### config.mk
export PLATFORM = sky130hd
export DESIGN_NAME = cgu_clock_generation_unit
export DESIGN_NICKNAME = d
export VERILOG_FILES = /design/src/logic/cgu_clock_generation_unit.v
export VERILOG_INCLUDE_DIRS = /design/src /design/src/logic
export SDC_FILE = /design/constraint.sdc
export NUM_CORES = 1
export LEC_CHECK = 0
export BUFFER_PORTS_ARGS = -buffer_cell sky130_fd_sc_hd__buf_2
export CORE_MARGIN = 3
export CORE_UTILIZATION = 50
export CTS_CLUSTER_DIAMETER = 120
export DETAILED_ROUTE_END_ITERATION = 10
export GPL_ROUTABILITY_DRIVEN = 1
export HOLD_SLACK_MARGIN = 0.15
export PLACE_DENSITY = 0.81
export REMOVE_ABC_BUFFERS = 1
export SYNTH_ARGS = -nofsm -noshare
export SYNTH_HDL_FRONTEND = slang
export SYNTH_SLANG_ARGS = --single-unit
export TNS_END_PERCENT = 20
### constraint.sdc
create_clock -name core_clk -period 6.4 [get_ports core_clk]
set_input_delay 0.64 -clock core_clk [delete_from_list [all_inputs] [get_ports core_clk]]
set_output_delay 0.64 -clock core_clk [all_outputs]
set_load 0.02 [all_outputs]
### src/logic/cgu_consts.vh
/*
  constants for the clock generation unit: mode codes, divider widths,
  reset values, switching sequence timing and watchdog wake threshold.
  assumes inclusion by the verilog design file and the systemverilog bench.
*/
`ifndef CGU_CONSTS_VH
`define CGU_CONSTS_VH

`define CGU_MODE_DIRECT 2'h0
`define CGU_MODE_PRESC 2'h1
`define CGU_MODE_LOOP 2'h2
`define CGU_MODE_BASE 2'h3

`define CGU_PDIV_W 4
`define CGU_NMUL_W 7
`define CGU_KDIV_W 4

`define CGU_PDIV_RST 4'h0
`define CGU_NMUL_RST 7'h00
`define CGU_KDIV_RST 4'h0

`define CGU_LOCK_NS 1000
`define CGU_CLK_NS 8
`define CGU_LOCK_CYC ((`CGU_LOCK_NS + `CGU_CLK_NS - 1) / `CGU_CLK_NS)
`define CGU_GAP_CYC 4'h4

`define CGU_WD_FROM 16'h7fff
`define CGU_WD_TO 16'h8000

`endif

### src/logic/cgu_clock_generation_unit.v
/*
  clock generation unit control: holds divider factors and mode, sequences
  mode switches, and derives cpu and system clock enables from the
  oscillator clock, plus low-power wake-up detection.
  assumes core_clk is the oscillator clock and the loop vco is modelled by
  a clock enable stream; all inputs synchronous to core_clk.
*/
`timescale 1ns/1ps
`include "cgu_consts.vh"

// Behaviour
// four clock modes, hardware strap or software
// direct mode: cpu and system clocks equal oscillator
// prescaler mode: predivider then postdivider, clocks equal
// loop mode: osc/p times n, then postdivider; the enable model caps the vco at the oscillator rate
// base mode: free base frequency through postdivider
// mode changes run through safe switching sequence
// wake on enabled interrupt or watchdog 7fff-to-8000
// wake applies in idle and sleep states
// factors and mode take effect via switcher
module cgu_clock_generation_unit
#(
  parameter PW = `CGU_PDIV_W,
  parameter NW = `CGU_NMUL_W,
  parameter KW = `CGU_KDIV_W,
  parameter LOCK_CYC = `CGU_LOCK_CYC,
  parameter [NW-1:0] BASE_MUL = 7'h10
)
(
  input wire core_clk,
  input wire rst_n,
  input wire clk_en,
  input wire hw_cfg_sel,
  input wire [1:0] hw_mode,
  input wire cfg_wr,
  input wire [1:0] cfg_mode,
  input wire [PW-1:0] cfg_pdiv,
  input wire [NW-1:0] cfg_nmul,
  input wire [KW-1:0] cfg_kdiv,
  input wire idle_req,
  input wire sleep_req,
  input wire irq_pending,
  input wire [15:0] watchdog_count_value,
  output reg cpu_clock,
  output reg system_clock,
  output reg [1:0] active_mode,
  output reg switch_busy,
  output reg idle_state,
  output reg sleep_state,
  output reg wake_pulse
);

  localparam ST_RUN = 2'h0;
  localparam ST_GATE = 2'h1;
  localparam ST_LOCK = 2'h2;
  localparam ST_UNGATE = 2'h3;

  reg [1:0] mode_reg;
  reg [PW-1:0] pdiv_reg;
  reg [NW-1:0] nmul_reg;
  reg [KW-1:0] kdiv_reg;
  reg [1:0] st_reg;
  reg [15:0] wait_reg;
  reg [1:0] amode_reg;
  reg [PW-1:0] apdiv_reg;
  reg [NW-1:0] anmul_reg;
  reg [KW-1:0] akdiv_reg;
  reg gate_reg;
  reg [PW-1:0] pcnt_reg;
  reg [NW+PW:0] acc_reg;
  reg [KW-1:0] kcnt_reg;
  reg [15:0] wd_prev_reg;
  reg pstage;
  reg vstage;
  reg [NW+PW:0] acc_sum;
  reg [NW+PW:0] acc_thr;
  reg [NW+PW:0] acc_left;
  reg [NW:0] mul_eff;
  reg kstage_in;
  wire [1:0] req_mode;

  // counter wrap: divide-by-(f+1), f held in a small field
  function wrap;
    input [7:0] cnt;
    input [7:0] fac;
    begin
      wrap = (cnt >= fac);
    end
  endfunction

  // strap wins over software so a board can force a safe mode
  assign req_mode = hw_cfg_sel ? hw_mode : mode_reg;

  // software-held configuration, only staged here
  always @(posedge core_clk)
  begin
    if (!rst_n)
    begin
      mode_reg <= `CGU_MODE_DIRECT;
      pdiv_reg <= `CGU_PDIV_RST;
      nmul_reg <= `CGU_NMUL_RST;
      kdiv_reg <= `CGU_KDIV_RST;
    end
    else if (clk_en && cfg_wr)
    begin
      mode_reg <= cfg_mode;
      pdiv_reg <= cfg_pdiv;
      nmul_reg <= cfg_nmul;
      kdiv_reg <= cfg_kdiv;
    end
  end

  // switching sequence: gate clocks, load factors, wait lock, ungate
  always @(posedge core_clk)
  begin
    if (!rst_n)
    begin
      st_reg <= ST_RUN;
      wait_reg <= 16'h0000;
      amode_reg <= `CGU_MODE_DIRECT;
      apdiv_reg <= `CGU_PDIV_RST;
      anmul_reg <= `CGU_NMUL_RST;
      akdiv_reg <= `CGU_KDIV_RST;
      gate_reg <= 1'b0;
    end
    else if (clk_en)
    begin
      case (st_reg)
        ST_RUN:
        begin
          if (req_mode != amode_reg || pdiv_reg != apdiv_reg ||
              nmul_reg != anmul_reg || kdiv_reg != akdiv_reg)
          begin
            gate_reg <= 1'b1;
            wait_reg <= {12'h000, `CGU_GAP_CYC};
            st_reg <= ST_GATE;
          end
        end
        ST_GATE:
        begin
          if (wait_reg == 16'h0000)
          begin
            amode_reg <= req_mode;
            apdiv_reg <= pdiv_reg;
            anmul_reg <= nmul_reg;
            akdiv_reg <= kdiv_reg;
            // only loop-driven modes need the vco to settle
            wait_reg <= (req_mode[1]) ? LOCK_CYC[15:0] : 16'h0000;
            st_reg <= ST_LOCK;
          end
          else
            wait_reg <= wait_reg - 16'h0001;
        end
        ST_LOCK:
        begin
          if (wait_reg == 16'h0000)
          begin
            wait_reg <= {12'h000, `CGU_GAP_CYC};
            st_reg <= ST_UNGATE;
          end
          else
            wait_reg <= wait_reg - 16'h0001;
        end
        ST_UNGATE:
        begin
          if (wait_reg == 16'h0000)
          begin
            gate_reg <= 1'b0;
            st_reg <= ST_RUN;
          end
          else
            wait_reg <= wait_reg - 16'h0001;
        end
        default:
          st_reg <= ST_RUN;
      endcase
    end
  end

  // divider chain as enable stages: p predivider, n feedback, k postdivider
  always @*
  begin
    pstage = (amode_reg == `CGU_MODE_BASE) ? 1'b1 :
             wrap({{(8-PW){1'b0}}, pcnt_reg}, {{(8-PW){1'b0}}, apdiv_reg});
    mul_eff = (amode_reg == `CGU_MODE_BASE) ? {1'b0, BASE_MUL} :
              {1'b0, anmul_reg} + {{NW{1'b0}}, 1'b1};
    // vco rate = osc * (n+1) / (p+1), modelled as fractional accumulator
    acc_sum = acc_reg + {{PW{1'b0}}, mul_eff};
    acc_thr = {{(NW+1){1'b0}}, apdiv_reg} + {{(NW+PW){1'b0}}, 1'b1};
    vstage = (acc_sum >= acc_thr);
    // residue held at one threshold, or a saturated ratio would wrap and drop a pulse
    acc_left = acc_sum - acc_thr;
    if (!vstage)
      acc_left = acc_sum;
    else if (acc_left > acc_thr)
      acc_left = acc_thr;
    case (amode_reg)
      `CGU_MODE_PRESC: kstage_in = pstage;
      `CGU_MODE_LOOP: kstage_in = vstage;
      `CGU_MODE_BASE: kstage_in = vstage;
      default: kstage_in = 1'b1;
    endcase
  end

  // the enable model caps vco at osc rate; faster loop ratios saturate
  always @(posedge core_clk)
  begin
    if (!rst_n)
    begin
      pcnt_reg <= {PW{1'b0}};
      acc_reg <= {(NW+PW+1){1'b0}};
      kcnt_reg <= {KW{1'b0}};
      cpu_clock <= 1'b0;
      system_clock <= 1'b0;
    end
    else if (clk_en)
    begin
      pcnt_reg <= pstage ? {PW{1'b0}} : pcnt_reg + {{(PW-1){1'b0}}, 1'b1};
      acc_reg <= acc_left;
      if (amode_reg == `CGU_MODE_DIRECT)
      begin
        cpu_clock <= !gate_reg && !idle_state && !sleep_state;
        system_clock <= !gate_reg && !sleep_state;
      end
      else if (kstage_in)
      begin
        kcnt_reg <= wrap({{(8-KW){1'b0}}, kcnt_reg}, {{(8-KW){1'b0}}, akdiv_reg}) ?
                    {KW{1'b0}} : kcnt_reg + {{(KW-1){1'b0}}, 1'b1};
        cpu_clock <= !gate_reg && !idle_state && !sleep_state &&
                     wrap({{(8-KW){1'b0}}, kcnt_reg}, {{(8-KW){1'b0}}, akdiv_reg});
        system_clock <= !gate_reg && !sleep_state &&
                        wrap({{(8-KW){1'b0}}, kcnt_reg}, {{(8-KW){1'b0}}, akdiv_reg});
      end
      else
      begin
        cpu_clock <= 1'b0;
        system_clock <= 1'b0;
      end
    end
  end

  // low-power states and wake-up; wake beats a same-cycle entry request
  always @(posedge core_clk)
  begin
    if (!rst_n)
    begin
      idle_state <= 1'b0;
      sleep_state <= 1'b0;
      wake_pulse <= 1'b0;
      wd_prev_reg <= 16'h0000;
      active_mode <= `CGU_MODE_DIRECT;
      switch_busy <= 1'b0;
    end
    else if (clk_en)
    begin
      wd_prev_reg <= watchdog_count_value;
      active_mode <= amode_reg;
      switch_busy <= (st_reg != ST_RUN);
      if ((idle_state || sleep_state) && (irq_pending ||
          (wd_prev_reg == `CGU_WD_FROM && watchdog_count_value == `CGU_WD_TO)))
      begin
        idle_state <= 1'b0;
        sleep_state <= 1'b0;
        wake_pulse <= 1'b1;
      end
      else
      begin
        wake_pulse <= 1'b0;
        if (sleep_req)
          sleep_state <= 1'b1;
        else if (idle_req && !sleep_state)
          idle_state <= 1'b1;
      end
    end
  end

endmodule

Word level (Yosys, flattened, before mapping)
Index checks and enable logic that the tools add are counted.

word-level totals
  bits in latches = 0
  memory bits (writable) = 0
  memories = 0
  register bits = 97
  bits in read-only memories = 0
  bits of input ports = 43
  output and inout bits = 8
  logic and storage cells = 116

cells by class
  muxes and demuxes = 32
  div/mod/pow operators = 0
  reductions and logical operators = 32
  equal/unequal tests = 18
  multiply operators = 0
  bitwise logic cells = 1
  shift operators = 0
  $add $sub $neg = 7
  magnitude comparators = 4

operators with widths
  kind                   count
  $mux 16                4
  $pmux 16 s4            1
  $mux 12                2
  $eq 16x15->1 const B   1
  $eq 16x16->1 const B   1
  $logic_not 16->1       1
  $sub 16x1->16 const B  1
  $mux 1                 13
  $add 12x8->12          1
  $ge 12x5->1            1
  $gt 12x5->1            1
  $reduce_and 3->1       4
  $sub 12x5->12          1
  $mux 2                 5
  $ne 2x2->1 const B     5
  $logic_and 1x1->1      9
  $add 4x1->4 const B    2
  $add 7x1->8 const B    1
  $eq 2x2->1 const B     4
  $ge 4x4->1             2
  $mux 4                 2
  $mux 8                 1
  $ne 4x4->1             2
  $pmux 2 s4             1
  16 further kinds       28

Depth between registers and ports, before layout
Gate-level depths: netlist of run 1.

  word-level depth = 7
  mapped depth = 17
  depth with buffers taken out = 16

Least setup slack after synthesis of run 1
OpenSTA, ideal clock, no wires.

  path type = register -> register
  start point = reg amode_reg[1]
  end point = reg kcnt_reg[0]
  arrival time = 3986 ps
  slack = 2342 ps
  cell stages (with the launch flop) = 17
  library setup time = 72 ps
  clock period less this slack = 4058 ps
  path buffers = 2
  data required time = 6328 ps
  cell sequence = dfxtp_1 > clkbuf_1 > and2_1 > nor2_1 > ha_1 > fa_1 > xor2_1 > ha_1 > a21o_1 > a21oi_1 > nand2_1 > a2111oi_2 > or3b_2 > clkbuf_1 > a21o_1 > nand2_1 > mux2i_1

on the way
  longest elaborated chain between the ends = 6
  elaborated cells between the ends (all ways) = 12
  classes of those cells = add/sub: 1; order compare: 1; eq/ne: 3; mux: 3; bitwise: 1; reduce/logical: 3

ends and longest elaborated chain
  element                              line                             RTL
  start: declaration                   cgu_clock_generation_unit.v:64   reg [1:0] amode_reg;
  start signal: assignment             cgu_clock_generation_unit.v:120  amode_reg <= `CGU_MODE_DIRECT;
  start signal: assignment             cgu_clock_generation_unit.v:143  amode_reg <= req_mode;
  $eq 2x2->1                           cgu_clock_generation_unit.v:197  case (amode_reg)
  $mux 8                               cgu_clock_generation_unit.v:185  mul_eff = (amode_reg == `CGU_MODE_BASE) ? {1'b0, BASE_MUL} :
  $add 12x8->12                        cgu_clock_generation_unit.v:188  acc_sum = acc_reg + {{PW{1'b0}}, mul_eff};
  $ge 12x5->1                          cgu_clock_generation_unit.v:190  vstage = (acc_sum >= acc_thr);
  $pmux 1 s2                           cgu_clock_generation_unit.v:197
  $reduce_and 3->1 (no source line) *  n/a
  end signal: assignment               cgu_clock_generation_unit.v:212  kcnt_reg <= {KW{1'b0}};
  end signal: assignment               cgu_clock_generation_unit.v:227  kcnt_reg <= wrap({{(8-KW){1'b0}}, kcnt_reg}, {{(8-KW){1'b0}}, akdiv_reg}) ?
  end: declaration                     cgu_clock_generation_unit.v:71   reg [KW-1:0] kcnt_reg;

Mark *: on every way between the ends. The rest lies on a longest branch, timed or not.
A chain may end at the register's enable or synchronous reset.

Worst setup path in the final report of run 1
  start point = reg amode_reg[0]
  end point = reg kcnt_reg[1]

Same word-level chain as after synthesis.

==> results by group, run 1 <==
Status
  – Outcome: complete, no violations

Global route
  – Vias in the first global route: 4597
  – Largest net degree at the start of global routing: 87
  – First-pass GRT wire length: 21200 um
  – Initial antenna violation count: 0
  – Total track usage: approximately a fifth
  – GRT overflow: 0

CTS
  – CTS tree: yes
  – Post-CTS resize count: 0
  – CTS Hold Buffers Added: 0
  – Number of buffers created by CTS: 9
  – H-tree Lvls: 3
  – Root Buffer: clkbuf_16
  – Clk pin slew, worst setup/hold paths: 0.07 ns
  – Clock Tree Buf Depth: 2
  – Post-CTS setup buffers: 0
  – Clock Latency Late Sink: 0.35 ns
  – Clk sinks: 97

Timing
  – Slew headroom: 48.6%
  – Final hold vios: 0
  – Worst Skew: 0.0110 ns
  – Final Max Tran Viols: 0
  – Fin crit share: 67.6%
  – Tmin final: 4.33 ns
  – Setup ws final: just over 2 ns
  – Hold_ws: 0.446 ns
  – Setup TNS Final: 0 ns
  – Endpoints failing setup: 0
  – Slew @ Worst Pin: just under 0.8 ns
  – Achievable frequency: 0.231 GHz
  – Unrepaired setup endpoints after global routing: false

Yosys
  – Yosys cell types: 57
  – Post-synth EDFFs: 0
  – Register area share after synthesis: approximately 34%
  – Prevailing post-synth register cell: dfxtp_1
  – Post-synthesis sequential element count: 97
  – Async SR Flop Fraction: 0%
  – Synth warn: 0
  – Average size of a mapped cell: 8.46 sq um
  – Synth Instances: 665
  – Post-Syn Area: 5630 sq um

Place
  – Post-DP HPWL: between 9000 and 10000 um
  – Port Buffers: 50
  – Pre-CTS setup slack: around 2.2 ns
  – Dpl cells: 828
  – Final GP Congestion: 0.802
  – DP Area: 5950 sq um

Setup path
  – Worst-path fanout max: 7
  – Worst path required time: 6.68 ns
  – Class of the most critical setup path: flop to flop
  – Reg2Reg Depth: 14
  – Worst Setup SP: amode_reg[0]$_SDFFE_PN0P_
  – Startpoint Class: flop
  – Slowest library cell on the worst path: or3b_2
  – CP max stage delay: approximately 0.59 ns
  – Setup crit end kind: flop
  – FF-to-FF Start: amode_reg[0]$_SDFFE_PN0P_
  – Worst path cell trace: and2_1, nor2_1, ha_1, fa_1, xor2_1, ha_1, a21o_1, a21oi_1, nand2_1, a2111oi_2, or3b_2, a21o_1, nand2_1, mux2i_1
  – Worst Path Arrival: 4.61 ns

Layout
  – Cell Count, Final, Fillers Out: 844
  – Post-layout nets: between 700 and 800
  – Antenna cell count: 0
  – Final core occ: 57.2%
  – Area grow syn2layout: 11.1%
  – Finished Cell Area: approximately 6300 sq um
  – Layout cells sized above 1: about an eighth

Power and ir drop
  – Max VDD drop: ~0.21 mV
  – Power Density: between 300 and 400 nW/um^2
  – Leak: roughly 2.6 nW
  – Pwr Total: 2.10 mW

Worst hold path
  – Hold Crit Class: flop to flop
  – Hold depth: 2
  – Hold path start: system_clock$_SDFFE_PN0P_

Drt
  – Iter 0 DRT Violations: 361
  – Routed Antenna Nets: 0
  – Vias per inst: 5.65
  – WL per Instance: between 10 and 15 um
  – Drc violations: 0
  – First-pass DRT Iterations: 5
  – Total wire length: between 10000 and 15000 um
  – Via count: 4766

Floorplanning
  – Full die area: ~13000 sq um
  – Die Width: 112 um
  – Initial core utilization: 51.5%
  – Die Ht: between 100 and 150 um
  – Row cnt: 38
  – Core area: 10900 sq um
  – Ports: 51

Flow run
  – Max-Cap Viols: 0
==> worst max-delay path: cells and delay by family, from the launching register on <==
family,cells,cell delay [ns]
AOI/OAI and AO/OA,4,1.23
and+or+nand+nor,5,1.16
adders and majority gates,3,1.01
DFF,1,0.44
xor gates and xnor gates,1,0.20
muxes,1,0.20
==> path summary, 6_finish.rpt <==
kind	slack (ns)	end
worst min register to register	0.45	system_clock$_SDFFE_PN0P_
worst max register to register	2.07	kcnt_reg[1]$_SDFFE_PN0P_
worst max-delay path	2.07	kcnt_reg[1]$_SDFFE_PN0P_
worst min-delay path	0.45	system_clock$_SDFFE_PN0P_
==> report_power, final <==
| group | switching, mW | leakage, nW | internal [mW] |
|---|---|---|---|
| combinational | 0.459 | 1.68 | 0.371 |
| sequential | 0.0517 | 0.791 | 0.661 |
| clock | 0.243 | 0.147 | 0.309 |
==> final cells by class <==
type / instances / area (sq um)
clock buffer: 10 / 229
clock inverter: 6 / 73.8
fill: 950 / 4680
inverter: 23 / 86.3
multi-input combinational: 516 / 3480
sequential: 97 / 1940
tap: 140 / 175
timing repair buffer: 52 / 265
==> cells in the final DEF, fill, tap and decap left out, types with 3 or more instances in the layout <==
cell	netlist	layout
dfxtp_1	97	97
nand3_1	16	16
nor4_1	3	3
or2_2	3	3
clkbuf_16	0	9
and3_1	3	3
a21boi_0	34	34
nor4b_1	3	3
ha_1	36	36
or4_4	3	3
nand2b_1	6	6
xor2_1	30	30
mux2i_1	27	27
nor3_1	8	8
nor2_1	43	43
nand4b_1	4	4
nand3b_1	5	5
o21a_1	7	7
o211ai_1	6	6
a21o_1	11	11
nor4bb_1	8	8
a21oi_1	34	34
a211oi_1	6	6
o22ai_1	3	3
nor3b_1	3	3
buf_2	1	50
o211a_1	3	3
a31oi_1	5	5
inv_1	22	22
nand2_1	103	103
xnor2_1	14	14
nand4_1	8	8
and2_1	12	12
o21ai_0	20	20
nor2b_1	26	26
==> synth_stat cells, types with 4 or more instances <==
master / instances / area, sq um
nand2_1: 103 / 387
dfxtp_1: 97 / 1940
nor2_1: 43 / 161
ha_1: 36 / 450
a21boi_0: 34 / 255
a21oi_1: 34 / 170
xor2_1: 30 / 263
mux2i_1: 27 / 270
nor2b_1: 26 / 163
clkbuf_1: 24 / 90.1
inv_1: 22 / 82.6
o21ai_0: 20 / 100
nand3_1: 16 / 80.1
xnor2_1: 14 / 123
and2_1: 12 / 75.1
a21o_1: 11 / 82.6
nand4_1: 8 / 50.1
nor3_1: 8 / 40.0
nor4bb_1: 8 / 80.1
o21a_1: 7 / 52.6
a211oi_1: 6 / 45.0
nand2b_1: 6 / 37.5
o211ai_1: 6 / 45.0
a31oi_1: 5 / 31.3
nand3b_1: 5 / 37.5
nand4b_1: 4 / 35.0
==> cells by family after synthesis <==
group | Yosys count | synth area share, %
and+or+nand+nor | 263 | 23.9
adders and majority gates | 38 | 8.71
buffers and inverters | 52 | 3.62
AOI/OAI and AO/OA | 143 | 17.4
muxes | 28 | 5.00
DFF | 97 | 34.5
xor gates and xnor gates | 44 | 6.85
==> per-layer routing <==
| metal | wire length [um] | global-route usage [%] |
|---|---|---|
| met2 | 5870 | 34.0 |
| met4 | 270 | 6.33 |
| met1 | 5820 | 26.1 |
| met3 | 548 | 3.83 |
| met5 | 0 | 0 |
No activity file was read; power rests on OpenSTA's default activity.
==> run 2: changes to the inputs <==
Clock period 6.4 ns to 4.54 ns, I/O delays scaled along.
==> run 2 against run 1 <==
Effect of this change:
- design area rose by 0.60%
- total power grew 43%
- clock skew fell by 0.0032 ns
- register-to-register slack worse by 1.8 ns
- first-iteration DRC count shrank 30%
- via count shrank 0.17%
- utilization rose by 0.34 points
- non-clock buffer count stayed put
- fmax grew 1.7%
- final cell count unchanged
- global-route usage grew 0.11 points
- critical path type unchanged
- largest cell class unchanged
- largest power group unchanged
==> results by group, run 2 (synthesis results as in run 1) <==
CTS
  – Clock Latency Late Sink: 0.35 ns
  – H-tree Lvls: 3
  – Post-CTS setup buffers: 0
  – CTS tree: yes
  – Clk sinks: between 90 and 100
  – Root Buffer: clkbuf_16
  – Clock Tree Buf Depth: 2
  – Clk pin slew, worst setup/hold paths: around 0.07 ns
  – Number of buffers created by CTS: 9

Drt
  – Iter 0 DRT Violations: 251
  – Vias per inst: ~5.6
  – Total wire length: around 13000 um
  – Routed Antenna Nets: 0
  – WL per Instance: about 15 um
  – Drc violations: 0
  – First-pass DRT Iterations: 5
  – Via count: 4758

Global route
  – Vias in the first global route: 4595
  – GRT overflow: 0
  – Total track usage: 20.3%
  – First-pass GRT wire length: 21300 um
  – Initial antenna violation count: 0
  – Largest net degree at the start of global routing: 48

Place
  – Port Buffers: 50
  – Post-DP HPWL: about 9300 um
  – DP Area: 5950 sq um
  – Final GP Congestion: 0.849

Layout
  – Most common cell after layout, fill and taps aside: nand2_1
  – Most frequent cells in the layout: nand2_1 (103), dfxtp_1 (97), buf_2 (50), nor2_1 (43), ha_1 (36)
  – Post-layout nets: 780
  – Finished Cell Area: 6290 sq um
  – Layout cells sized above 1: 12.1%
  – Antenna cell count: 0
  – Area grow syn2layout: 11.8%

Power and ir drop
  – Max VDD drop: 0.242 mV
  – Power Density: around 480 nW/um^2
  – Leak: approximately 2.6 nW

Setup path
  – CP delay by family, top: simple AND/OR/NAND/NOR gates
  – Worst path required time: 4.82 ns
  – Startpoint Class: flop
  – CP max stage delay: 0.58 ns
  – Worst Path Arrival: 4.54 ns
  – Class of the most critical setup path: flop to flop
  – Slowest library cell on the worst path: or3b_2
  – Setup crit end kind: flop
  – Bufs and invs on worst path: 0
  – Worst-path fanout max: 7
  – Worst path cell trace: and2_1, nor2_1, ha_1, fa_1, xor2_1, ha_1, a21o_1, a21oi_2, nand2_1, a2111oi_4, or3b_2, a21o_1, nand2_1, mux2i_1

Timing
  – Fin crit share: 93.8%
  – Achievable frequency: between 0.2 and 0.25 GHz
  – Worst Skew: 0.00782 ns
  – Final hold vios: 0
  – Unrepaired setup endpoints after global routing: false
  – Setup TNS Final: 0 ns
  – Slew headroom: 43.2%
  – Tmin final: 4.26 ns
  – Final Max Tran Viols: 0
  – Endpoints failing setup: 0
  – Slew @ Worst Pin: 0.853 ns

Floorplanning
  – Die Width: ~110 um
  – Row cnt: 38
  – Core area: 10900 sq um
  – Ports: 51
  – Initial core utilization: 51.5%
  – Full die area: 12600 sq um
  – Die Ht: about 110 um

Status
  – Outcome: complete, no violations

Worst hold path
  – Hold Crit Class: primary input to flop

Flow run
  – Max-Cap Viols: 0
[run 2: cell counts in the layout (fill, tap and decap cells not counted)]
Identical to the previous run, type by type.
[run 2: worst min-delay path: stages]
cell	delay [ns]
buf_2	0.09
nand2_1	0.04
a21boi_0	0.06
[run 2: where the power goes]
group | switching, mW | leakage [nW] | internal (mW)
Clock | 0.358 | 0.156 | 0.457
Sequential | 0.0719 | 0.791 | 0.932
Combinational | 0.651 | 1.68 | 0.535
[run 2: layer usage]
layer	part of all wire [%]	up-vias	GRT usage, %	wire, um
met5	0	-	0	0
met4	1.9	0	7.53	240
met3	5.5	25	3.56	694
met2	46	141	32.2	5830
met1	46	2215	27.6	5870
li1	-	2377	-	-
[run 2: path summary, 6_finish.rpt]
path | slack, ns | cells past startpoint | end | startpoint
max | 0.28 | 14 | kcnt_reg[0]$_SDFFE_PN0P_ | amode_reg[1]$_SDFFE_PN0P_
max reg2reg | 0.28 | 14 | kcnt_reg[0]$_SDFFE_PN0P_ | amode_reg[1]$_SDFFE_PN0P_
min | 0.35 | 3 | nmul_reg[1]$_SDFFE_PN0P_ | cfg_nmul[1]
min reg2reg | 0.47 | 2 | system_clock$_SDFFE_PN0P_ | system_clock$_SDFFE_PN0P_
[run 2: per-stage QoR]
step	total power [mW]	utilization, %	cells	setup WS, ns	hold slack [ns]
finish	3.01	57.5	844	0.283	0.352
global route	3.19	57.5	844	0.0597	0.357
CTS	2.99	57.4	844	0.192	0.339
global placement	2.13	54.4	828	0.410	0.429
detailed placement	2.17	54.4	828	0.267	0.457
floorplan	1.92	-	636	0.656	0.437
[run 2: cell type report]
cell class,count,area [sq um]
fillers,957,4640
flip-flops and latches,97,1940
clock inverters,6,85.1
multi-input cells,516,3500
clock buffers,10,239
inverters,23,86.3
repair buffers,52,265
well taps,140,175
[run 2: what timing repair did]
item,4_1_cts,5_1_grt
hold buffers,0,0
setup endpoints to repair,0,4
endpoints found under the hold margin,0,0
gates resized for setup,0,2
==> run 3: changes to the inputs <==
Settings changed: CORE_MARGIN 3 to 1, CORE_UTILIZATION 50 to 60, PLACE_DENSITY 0.81 to 0.92, RECOVER_POWER set to 25.
==> run 3 against run 2 <==
Effect of this change:
- the flow now finishes with violations (capacitance limit, slew limit)
- clock-buffer cell count down 1
- sequential share of layout area increased by 0.84 points
- non-clock buffer count is the same
- final cell count shrank 3.8%
- critical path depth did not move
- routed wire length grew 4.2%
- worst hold slack lost 0.029 ns
- total power shrank 6.2%
- die area shrank 22%
- clock power shrank 26%
- first-iteration DRC count increased by 27%
- critical path type unchanged
==> results by group, run 3 (synthesis results as in run 1) <==
CTS
  – Clock Latency Late Sink: approximately 0.37 ns
  – Clk sinks: 97
  – Root Buffer: clkbuf_8
  – Number of buffers created by CTS: 9
  – Clk pin slew, worst setup/hold paths: 0.10 ns
  – Clock Tree Buf Depth: 2
  – H-tree Lvls: 3
  – CTS Hold Buffers Added: 0
  – CTS tree: yes

Global route
  – Total track usage: 27.9%
  – Largest net degree at the start of global routing: 67
  – First-pass GRT wire length: 22000 um
  – GRT overflow: 0
  – Initial antenna violation count: 0
  – Vias in the first global route: between 4000 and 5000

Place
  – Final GP Congestion: 0.919
  – Port Buffers: 50
  – Dpl cells: between 700 and 800
  – Pre-CTS setup slack: 0.123 ns
  – Post-DP HPWL: 9560 um

Timing
  – Endpoints failing setup: 0
  – Unrepaired setup endpoints after global routing: false
  – Fin crit share: 95.0%
  – Setup ws final: 0.227 ns
  – Hold_ws: 0.323 ns
  – Slew headroom: -49.0%
  – Tmin final: 4.31 ns
  – Setup TNS Final: 0 ns
  – Final hold vios: 0
  – Slew @ Worst Pin: 2.23 ns
  – Worst Skew: 0.00943 ns
  – Final Max Tran Viols: 67
  – Achievable frequency: 0.232 GHz

Floorplanning
  – Ports: 51
  – Initial core utilization: 63.3%
  – Full die area: 9770 sq um
  – Row cnt: 34
  – Die Ht: between 90 and 100 um
  – Die Width: 98.9 um
  – Core area: ~8900 sq um

Layout
  – Most frequent cells in the layout: nand2_1 (103), dfxtp_1 (95), nor2_1 (43), buf_2 (42), ha_1 (36)
  – Antenna cell count: 0
  – Post-layout nets: slightly below 800
  – Layout cells sized above 1: 11.2%
  – Area grow syn2layout: 8.96%
  – Most common cell after layout, fill and taps aside: nand2_1
  – Final core occ: 69.0%
  – Cell Count, Final, Fillers Out: 812

Flow run
  – Max-Cap Viols: 1

Setup path
  – CP delay by family, top: simple AND/OR/NAND/NOR gates
  – Startpoint Class: flop
  – Worst-path fanout max: 7
  – Worst path cell trace: and2_1, nor2_1, ha_1, fa_1, xor2_1, ha_1, a21o_1, a21oi_2, nand2_1, a2111oi_4, or3b_2, a21o_1, nand2_1, mux2i_1
  – Class of the most critical setup path: flop to flop
  – FF-to-FF Start: amode_reg[1]$_SDFFE_PN0P_
  – CP max stage delay: approximately 0.6 ns
  – Slowest library cell on the worst path: or3b_2
  – R2R Setup Slk: 0.23 ns
  – Worst path required time: 4.84 ns
  – Reg2Reg Depth: 14
  – Worst Setup SP: amode_reg[1]$_SDFFE_PN0P_
  – Bufs and invs on worst path: 0
  – Reg2Reg Capture Point: kcnt_reg[1]$_SDFFE_PN0P_
  – Worst Path Arrival: between 4 and 5 ns
  – Setup crit end kind: flop

Status
  – Violated checks: capacitance limit, slew limit
  – Outcome: complete, but fails checks

Drt
  – Via count: 4891
  – Vias per inst: ~6
  – Total wire length: between 10000 and 15000 um
  – WL per Instance: 16.2 um
  – Drc violations: 0
  – Iter 0 DRT Violations: 318
  – Routed Antenna Nets: 0
  – First-pass DRT Iterations: 5

Power and ir drop
  – Max VDD drop: 0.311 mV
  – Leak: 2.54 nW
  – Power Density: 460 nW/um^2

Worst hold path
  – Hold path start: cfg_nmul[1]
  – Hold Crit Class: primary input to flop
  – Hold depth: 3
  – WHS Endpoint: nmul_reg[1]$_SDFFE_PN0P_
run 3: layer usage:
layer	global-route usage, %	vias up	part of all wire (%)
li1	-	2379	-
met1	34.4	2306	43
met2	48.4	167	49
met3	4.61	39	5.0
met4	11.3	0	2.9
met5	0	-	0
run 3: where the power goes:
part           switching [mW]  internal [mW]
Clock                   0.334          0.265
Sequential             0.0747          0.932
Combinational           0.676          0.537
Total                    1.09           1.74
run 3: worst max path at each step:
stage / slack (ns) / endpoint / depth (start not counted)
final: 0.23 / kcnt_reg[1]$_SDFFE_PN0P_ / 14
after CTS: 0.08 / kcnt_reg[1]$_SDFFE_PN0P_ / 13
after floorplan: 0.66 / kcnt_reg[0]$_SDFFE_PN0P_ / 14
after global placement: 0.41 / kcnt_reg[1]$_SDFFE_PN0P_ / 13
after global routing: 0.05 / kcnt_reg[1]$_SDFFE_PN0P_ / 13
after detailed placement: 0.12 / kcnt_reg[1]$_SDFFE_PN0P_ / 13
run 3: worst min-delay path, delay by kind of cell:
kind / cells / cell delay, ns
buffers and inverters: 1 / 0.09
AND/OR/NAND/NOR: 1 / 0.04
AO/OA/AOI/OAI: 1 / 0.06
run 3: repair_timing:
item,in CTS,in global routing
endpoints found under the hold margin,0,0
gates resized for setup,0,4
setup buffers,0,0
endpoints found under the setup margin,0,6
run 3: cell type report:
class / instances / area (sq um)
Clock inverter: 7 / 88.8
Timing Repair Buffer: 52 / 255
Clock buffer: 9 / 124
Inverter: 23 / 86.3
Sequential cell: 97 / 1940
Multi-Input combinational cell: 516 / 3500
Tap cell: 108 / 135
Fill cell: 661 / 2760
run 3: through the flow:
step	cell area, sq um	power (mW)
finish	6130	2.82
global placement	5910	2.13
detailed placement	5910	2.19
floorplan	5510	1.92
global route	6130	2.99
CTS	6120	2.77
